--- config.mk ---
export PLATFORM = sky130hd
export DESIGN_NAME = rtc_alarm0_match_logic
export DESIGN_NICKNAME = d
export VERILOG_FILES = /design/src/common/rtc_alarm_pkg.sv /design/src/hw/alarm_field_match.sv /design/src/hw/rtc_alarm0_match_logic.sv
export VERILOG_INCLUDE_DIRS = /design/src /design/src/common
export SDC_FILE = /design/constraint.sdc
export NUM_CORES = 1
export LEC_CHECK = 0
export BUFFER_PORTS_ARGS = -buffer_cell sky130_fd_sc_hd__buf_4
export CORE_MARGIN = 4
export CORE_UTILIZATION = 40
export CTS_CLUSTER_SIZE = 25
export DETAILED_ROUTE_END_ITERATION = 10
export GPL_ROUTABILITY_DRIVEN = 0
export SLEW_MARGIN = 20
export SYNTH_ARGS = -nofsm -noshare
export SYNTH_HDL_FRONTEND = slang
export SYNTH_SLANG_ARGS = --single-unit
--- constraint.sdc ---
create_clock -name clk_i -period 2.2 [get_ports clk_i]
set_input_delay 0.22 -clock clk_i [delete_from_list [all_inputs] [get_ports clk_i]]
set_output_delay 0.22 -clock clk_i [all_outputs]
set_load 0.02 [all_outputs]
--- src/common/rtc_alarm_cfg.svh ---
// Overview of operation
// Compare byte: BCD value, bit7 include; zero excluded
// Fire when time advances into full equality
// Each match sets the alarm-0 status flag; the code sets it only when an event fires (enabled, and armed unless repeat)
// Host must set enable bit 5 first
// Mode bit zero: single event, fires once
// Mode bit 7 one: pulse every match
// Seconds-only at thirty: once per minute
// Repeat continues although flag never cleared
// Compare value bits only, AND included fields
`ifndef RTC_ALARM_CFG_SVH
`define RTC_ALARM_CFG_SVH

// ------------------------------------------------------------
// Register offsets
// ------------------------------------------------------------
`define ADDR_SECONDS_CMP 3'h0
`define ADDR_MINUTES_CMP 3'h1
`define ADDR_HOURS_CMP 3'h2
`define ADDR_DATE_CMP 3'h3
`define ADDR_MONTH_CMP 3'h4
`define ADDR_WEEKDAY_CMP 3'h5
`define ADDR_ALARM_CTRL 3'h6
`define ADDR_STATUS 3'h7

// ------------------------------------------------------------
// Field positions
// ------------------------------------------------------------
`define INCLUDE_BIT 7
`define VALUE_MSB 6
`define ENABLE_BIT 5
`define REPEAT_BIT 7
`define FLAG_BIT 0

// ------------------------------------------------------------
// Reset values and counts
// ------------------------------------------------------------
`define COMPARE_RST 8'h00
`define CTRL_RST 8'h00
`define FIELD_COUNT 6

`endif

--- src/common/rtc_alarm_pkg.sv ---
`default_nettype none
package rtc_alarm_pkg;

  // Running time, BCD per field
  typedef struct packed {
    logic [7:0] weekday;
    logic [7:0] month;
    logic [7:0] date;
    logic [7:0] hours;
    logic [7:0] minutes;
    logic [7:0] seconds;
  } rtc_time_type;

  // Register access request
  typedef struct packed {
    logic wr;
    logic rd;
    logic [2:0] addr;
    logic [7:0] wdata;
  } reg_req_type;

  // Single-event arming state
  typedef enum logic [1:0] {
    ARM_READY = 2'b01,
    ARM_SPENT = 2'b10
  } arm_state_type;

endpackage : rtc_alarm_pkg
`default_nettype wire

--- src/hw/alarm_field_match.sv ---
`timescale 1ns/1ps
`default_nettype none
`include "rtc_alarm_cfg.svh"

module alarm_field_match
(
  input wire logic [7:0] compare_i,
  input wire logic [7:0] count_i,
  output logic include_o,
  output logic equal_o
);

  // Include flag and value-only equality
  assign include_o = compare_i[`INCLUDE_BIT];
  assign equal_o = (compare_i[`VALUE_MSB:0] == count_i[`VALUE_MSB:0]);

endmodule : alarm_field_match
`default_nettype wire

--- src/hw/rtc_alarm0_match_logic.sv ---
`timescale 1ns/1ps
`default_nettype none
`include "rtc_alarm_cfg.svh"

module rtc_alarm0_match_logic
  import rtc_alarm_pkg::*;
#(
  parameter int FIELDS = `FIELD_COUNT
)
(
  input wire logic clk_i,
  input wire logic srst_i,
  input wire logic tick_i,
  input wire rtc_time_type time_i,
  input wire reg_req_type reg_req_i,
  output logic [7:0] reg_rdata_o,
  output logic alarm0_event_o,
  output logic alarm0_flag_o
);

  // ------------------------------------------------------------
  // Field comparison
  // ------------------------------------------------------------
  logic [FIELDS-1:0][7:0] now_bytes;
  logic [FIELDS-1:0][7:0] cmp_r;
  logic [FIELDS-1:0][7:0] cmp_nxt;
  logic [FIELDS-1:0] incl;
  logic [FIELDS-1:0] eq;
  logic match;

  // Seconds at index zero
  assign now_bytes = {time_i.weekday, time_i.month, time_i.date, time_i.hours, time_i.minutes, time_i.seconds};

  // One comparator per field
  generate
    for (genvar g = 0; g < FIELDS; g++)
    begin : g_field
      alarm_field_match u_match
      (
        .compare_i(cmp_r[g]),
        .count_i(now_bytes[g]),
        .include_o(incl[g]),
        .equal_o(eq[g])
      );
    end
  endgenerate

  // Included fields ANDed; none included never matches
  assign match = (|incl) & (&(eq | ~incl));

  // ------------------------------------------------------------
  // Control, arming and status
  // ------------------------------------------------------------
  logic [7:0] ctrl_r;
  logic [7:0] ctrl_nxt;
  logic tick_d_r;
  logic tick_d_nxt;
  logic match_last_r;
  logic match_last_nxt;
  logic event_r;
  logic event_nxt;
  logic flag_r;
  logic flag_nxt;
  logic [7:0] rdata_r;
  logic [7:0] rdata_nxt;
  arm_state_type state_r;
  arm_state_type state_nxt;
  logic enabled;
  logic repeat_mode;
  logic entered;
  logic fire;
  logic cfg_write;
  logic stat_read;

  assign enabled = ctrl_r[`ENABLE_BIT];
  assign repeat_mode = ctrl_r[`REPEAT_BIT];
  // Time counters settle the cycle after the tick
  assign entered = tick_d_r & match & ~match_last_r;
  assign fire = entered & enabled & (repeat_mode | (state_r == ARM_READY));
  assign cfg_write = reg_req_i.wr & (reg_req_i.addr != `ADDR_STATUS);
  assign stat_read = reg_req_i.rd & (reg_req_i.addr == `ADDR_STATUS);

  // Next-state computation
  always_comb
  begin
    cmp_nxt = cmp_r;
    ctrl_nxt = ctrl_r;
    tick_d_nxt = tick_i;
    match_last_nxt = tick_d_r ? match : match_last_r;
    event_nxt = fire;
    flag_nxt = flag_r;
    rdata_nxt = rdata_r;
    state_nxt = state_r;
    // Register writes
    if (reg_req_i.wr)
    begin
      if (reg_req_i.addr == `ADDR_ALARM_CTRL)
      begin
        ctrl_nxt = reg_req_i.wdata;
      end
      else if (reg_req_i.addr != `ADDR_STATUS)
      begin
        cmp_nxt[reg_req_i.addr] = reg_req_i.wdata;
      end
    end
    // Reprogramming rearms; a single event spends the alarm
    unique case (state_r)
      ARM_READY:
      begin
        if (fire && !repeat_mode && !cfg_write)
        begin
          state_nxt = ARM_SPENT;
        end
      end
      ARM_SPENT:
      begin
        if (cfg_write)
        begin
          state_nxt = ARM_READY;
        end
      end
    endcase
    // Register reads
    if (reg_req_i.rd)
    begin
      if (reg_req_i.addr == `ADDR_ALARM_CTRL)
      begin
        rdata_nxt = ctrl_r;
      end
      else if (reg_req_i.addr == `ADDR_STATUS)
      begin
        rdata_nxt = 8'h00;
        rdata_nxt[`FLAG_BIT] = flag_r;
      end
      else
      begin
        rdata_nxt = cmp_r[reg_req_i.addr];
      end
    end
    // Read clears the flag, a new event wins
    if (stat_read)
    begin
      flag_nxt = 1'b0;
    end
    if (fire)
    begin
      flag_nxt = 1'b1;
    end
  end

  // State registers
  always_ff @(posedge clk_i)
  begin
    if (srst_i)
    begin
      cmp_r <= {FIELDS{`COMPARE_RST}};
      ctrl_r <= `CTRL_RST;
      tick_d_r <= 1'b0;
      match_last_r <= 1'b0;
      event_r <= 1'b0;
      flag_r <= 1'b0;
      rdata_r <= 8'h00;
      state_r <= ARM_READY;
    end
    else
    begin
      cmp_r <= cmp_nxt;
      ctrl_r <= ctrl_nxt;
      tick_d_r <= tick_d_nxt;
      match_last_r <= match_last_nxt;
      event_r <= event_nxt;
      flag_r <= flag_nxt;
      rdata_r <= rdata_nxt;
      state_r <= state_nxt;
    end
  end

  assign reg_rdata_o = rdata_r;
  assign alarm0_event_o = event_r;
  assign alarm0_flag_o = flag_r;
endmodule : rtc_alarm0_match_logic
`default_nettype wire

### Word-level counts from Yosys, hierarchy flattened

Index checks and enable logic that the tools add are counted.

| storage, ports and cells | value |
|---|---|
| flip-flop bits (word level) | 70 |
| output and inout port bits | 10 |

| cells by class | value |
|---|---|
| order comparisons | 2 |
| eq/ne operators | 13 |
| muxes and demuxes | 12 |
| bitwise gates (word level) | 12 |
| reduce and logical (&&, ||, !) cells | 11 |

Operators by type and width:

| kind | number |
|---|---|
| 48-bit bitwise mux | 1 |
| 7-bit equality test | 6 |
| 8-bit 2-to-1 mux | 4 |
| 8-bit binary-select mux with 3-bit select | 1 |
| 8-bit demux with 3-bit select | 1 |
| 1-bit bitwise AND | 7 |
| 3-bit equality test (second input constant) | 2 |
| 6-bit NOT | 1 |
| 6-bit OR | 1 |
| 6-bit AND reduction | 1 |
| 6-bit OR reduction | 1 |
| 3-bit by 4-bit less-than comparator with 1-bit output (second input constant) | 1 |
| 2-bit 2-to-1 mux | 2 |
| 2-bit one-hot mux with 2 select lines | 1 |
| 2-bit AND reduction | 2 |
| 3-bit by 1-bit >= comparator with 1-bit output (second input constant) | 1 |
| 1-bit logical AND | 3 |
| 3-bit != test (second input constant) | 1 |
| 3-bit AND reduction | 1 |
| 2-bit by 1-bit equality test with 1-bit output (second input constant) | 1 |
| 2-bit equality test (second input constant) | 1 |
| 1-bit logical NOT | 2 |
| 1-bit 2-to-1 mux | 2 |
| 2-bit by 1-bit != test with 1-bit output (second input constant) | 1 |
| other kinds (4) | 5 |

### Longest topological paths before layout

| logic depth | value |
|---|---|
| word-level depth | 12 |
| depth in mapped cells | 7 |
| gate-level depth less buffers | 5 |

### Hierarchy

A second synthesis with hierarchy kept.

| second synthesis, totals | value |
|---|---|
| cell total of the unflattened synthesis | 433 |
| area total of the unflattened synthesis | 3,499.6 um^2 |

Modules (own cells, without submodules):

| module | instances | cells each | area an instance (um^2) | seq. area each (um^2) |
|---|---|---|---|---|
| rtc_alarm0_match_logic | 1 | 373 | 2,974.1 | 1,401.3 |
| alarm_field_match | 6 | 10 | 87.6 | 0.0 |

### Least setup slack after synthesis

No wires, ideal clock.

| timing path | value |
|---|---|
| path type | reg-to-reg |
| start | register cmp_r[47] (netlist name) |
| end | register match_last_r |
| library setup time | 0.126 ns |
| arrival time | 1.269 ns |
| path slack | 0.805 ns |
| stages on the path, launching flop included | 5 |
| path buffers | 0 |
| period minus slack after synthesis | 1.395 ns |
| path through | dfxtp_1 > or4_1 > o31a_1 > nand4_1 > o32ai_1 |

| on the way | value |
|---|---|
| cells in the longest elaborated chain, start to end | 4 |

RTL lines:

| what | RTL line | text |
|---|---|---|
| start: declaration | rtc_alarm0_match_logic.sv:25 | `logic [FIELDS-1:0][7:0] cmp_r;` |
| start signal: assignment | rtc_alarm0_match_logic.sv:156 | `` cmp_r <= {FIELDS{`COMPARE_RST}}; `` |
| start signal: assignment | rtc_alarm0_match_logic.sv:167 | `cmp_r <= cmp_nxt;` |
| 6-bit NOT | rtc_alarm0_match_logic.sv:49 | `assign match = (\|incl) & (&(eq \| ~incl));` |
| 6-bit OR | rtc_alarm0_match_logic.sv:49 |  |
| 6-bit AND reduction | rtc_alarm0_match_logic.sv:49 |  |
| 1-bit bitwise AND (*) | rtc_alarm0_match_logic.sv:49 |  |
| end signal: assignment | rtc_alarm0_match_logic.sv:170 | `match_last_r <= match_last_nxt;` |
| end: declaration | rtc_alarm0_match_logic.sv:58 | `logic match_last_r;` |

Every way passes the cells marked *; elsewhere a longest branch is shown, timed or not.
A chain may end at the register's enable or synchronous reset.

### Worst setup path after layout

| timing path | value |
|---|---|
| start | register cmp_r[24] (netlist name) |
| end | register event_r, in the netlist alarm0_event_o |

| on the way | value |
|---|---|
| cells in the longest elaborated chain, start to end | 8 |

RTL lines:

| what | RTL line | text |
|---|---|---|
| 7-bit equality test | alarm_field_match.sv:15 | `` assign equal_o = (compare_i[`VALUE_MSB:0] == count_i[`VALUE_MSB:0]); `` |
| 6-bit OR | rtc_alarm0_match_logic.sv:49 |  |
| 6-bit AND reduction | rtc_alarm0_match_logic.sv:49 |  |
| 1-bit bitwise AND | rtc_alarm0_match_logic.sv:49 |  |
| 1-bit bitwise AND (2 in series) | rtc_alarm0_match_logic.sv:78 | `assign entered = tick_d_r & match & ~match_last_r;` |
| 1-bit bitwise AND (2 in series) | rtc_alarm0_match_logic.sv:79 | `assign fire = entered & enabled & (repeat_mode \| (state_r == ARM_READY));` |
| end signal: assignment | rtc_alarm0_match_logic.sv:171 | `event_r <= event_nxt;` |
| end: declaration | rtc_alarm0_match_logic.sv:60 | `logic event_r;` |

Every way passes these cells.

==> out/metrics.cfg <==
[pwr]
finalPower_uw=2810
p_sw_uw=683
powerDensity_nw_per_um2=662
p_clk_share_pct=40.2
p_comb_share_pct=12.6
p_sw_share_pct=24.3
leakage_uw=0.00158
p_seq_share_pct=47.2
intPower_uw=2130
peakVddDrop_mv=0.374

[floorplan]
ioPinCount=74
start_util_pct=41.9
dieArea_um2=10300
rows=33
core_region_area_um2=8340
die-width_um=101
fp.dieH_um=101

[placement]
portBuffers=67
dpl_cell_area_um2=4040
dp.cells=569
hpwl_um=7510

[timing]
fin_skew_ns=0.00878
hold_violations=0
rsz0062_at_grt=false
fin_crit_sh_pct=77.7
relSlewSlack_pct=61.7
fmax_mhz=585
drv_slew=0
setup_viol=0
tightest_slew_ns=0.569
finalSetupTns_ns=0
fin_crit_ns=1.71

[yosys]
async_flop_share_pct=0
synth_area_leaders=dfxtp_1 40%, nand2_1 13%, a21oi_1 8.0%
synth_area_per_cell_um2=8.39
synthDominantCellAreaShare_pct=40.1
synth-main-ff-cell=dfxtp_1
synth_area_leader_cell=dfxtp_1
synth_cell_types=35
synth_edf_count=0
syn-num-nets=480
syn_area_um2=3490
yosysSeqAreaShare_pct=40.1
synth-seq-cells=70
yosysWarnings=0
syn_inst=416

[outcome]
outcome=complete, no violations

[final_layout]
area_growth_pct=21.8
post-route-cell-area_um2=4250
nets=539
drive_gt1_share_pct=20.8
fill_cells=840
diodes=0
instances_no_fill=585

[global_routing]
grt_max_degree=40
gr-usage-all-layers_pct=20.7
grt_pass1_vias=3101
grt_pass1_wl_um=16000
antenna_found_initial=0
grt.overflow.total=0

[route]
drtIter0Drc=182
vias=3147
dr.pass1.iters=4
wl_um=10200
post-route-drc-count=0
viasPerCell=5.38
ant_nets=0
wl_per_cell_um=17.4

[clock_network]
postCtsHoldBufs=0
h-tree-depth=3
path_clk_slew_ns=0.07
clock_latency_ns=0.34
post_cts_resized=0
clockBufferDepth=2
root_buffer=clkbuf_8
post-cts-setup-buffers=0
cts_sinks=70
tritoncts=done
cts_made_buffers=9

[setup_path]
cp-start-kind=flip-flop
cpPeakStageDelay_ns=0.49
cp_data_arrival_time_ns=1.96
crit_fanout=4
cp_common_cell=nand4_1
cp_cell_sequence=xnor2_1 > nand4_1 > o41ai_2 > nand4_1 > nor4_2
worstPathRequired_ns=2.45
slowest_stage=o41ai_2
cp-end-kind=flip-flop
critical_path_class=flip-flop to flip-flop
r2r_setup_slack_ns=0.49
critPathBufInv=0
crit_family=simple AND/OR/NAND/NOR gates

[min_path]
hold_class=input port to flip-flop

[job]
drv_cap=0

-- Yosys cell counts (5+ instances only) --
cell type / n
nand4_1: 11
xnor2_1: 24
xor2_1: 18
o21ai_0: 9
buf_2: 7
mux2i_1: 15
nor2b_1: 5
nand2_1: 125
mux4_2: 8
nor2_1: 13
dfxtp_1: 70
a211oi_1: 8
a21oi_1: 56
clkbuf_1: 12
nand3_1: 6
-- placed cells by master, fill, tap and decap left out, types with 3 or more instances in the layout --
cell type  instances
nor2_1            13
nand4_1           11
nor2b_1            5
a21oi_1           56
buf_4             70
o21ai_0            9
a211oi_1           8
dfxtp_1           70
nand3_1            6
o41ai_2            3
xor2_1            18
nand2_1          125
o41ai_1            3
mux2i_1           15
mux4_2             8
clkbuf_8          10
xnor2_1           24
-- worst paths after layout --
path / from / end / depth (start not counted)
setup / recovery: cmp_r[24] / alarm0_event_o / 5
hold / removal: tick_i / tick_d_r / 2
hold reg to reg: ctrl_r[0] / ctrl_r[0] / 2
setup reg to reg: cmp_r[24] / alarm0_event_o / 5
-- worst register-to-register path, stage by stage, from the launching register on --
cell and delay (ns):
dfxtp_1 0.39, xnor2_1 0.14, nand4_1 0.14, o41ai_2 0.49, nand4_1 0.21, nor4_2 0.24
-- cells by family after synthesis --
group           share of synthesized area [%]
mux                                      10.2
flops                                    40.1
compound gates                           14.2
buf+inv                                  3.26
xor+xnor                                 10.5
simple gates                             21.7
-- registers in the layout, indices dropped and copies added, names as in the netlist --
signal          flops
cmp_r              48
state_r             2
ctrl_r              8
match_last_r        1
alarm0_flag_o       1
reg_rdata_o         8
alarm0_event_o      1
tick_d_r            1
-- area by class of cell --
class                      instances  area (um2)  area share, %
inverter                           1        3.75         0.0882
multi-input combinational        323        1980           46.5
sequential                        70        1400           32.9
tap                              105         131           3.09
clock buffer                      12         145           3.41
clock inverter                     4        70.1           1.65
timing repair buffer              70         526           12.4
-- layer usage --
| layer | part of all wire [%] | wire length (um) | vias up | track usage [%] |
|---|---|---|---|---|
| met1 | 42 | 4300 | 1476 | 26.6 |
| met2 | 48 | 4930 | 113 | 34.6 |
| met5 | 0 | 0 | - | 0 |
| met4 | 2.1 | 214 | 0 | 6.03 |
| li1 | - | - | 1541 | - |
| met3 | 7.4 | 751 | 17 | 5.03 |
-- stage by stage --
step	setup WS (ns)	hold WS (ns)	utilization [%]
6_report	0.491	0.0919	51.0
4_1_cts	0.449	0.0841	51.0
3_5_place_dp	0.454	0.441	48.4
2_1_floorplan	0.805	0.348	-
3_3_place_gp	0.484	0.434	48.4
5_1_grt	0.209	0.102	51.0
-- power groups by stage --
stage | Combinational (uW) | Clock [uW] | Sequential [uW]
finish | 353 | 1130 | 1330
global route | 386 | 1200 | 1330
floorplan | 190 | 0 | 1360
detailed placement | 353 | 0 | 1360
global placement | 347 | 0 | 1360
CTS | 355 | 1150 | 1330
(Power assumes the default switching activity.)
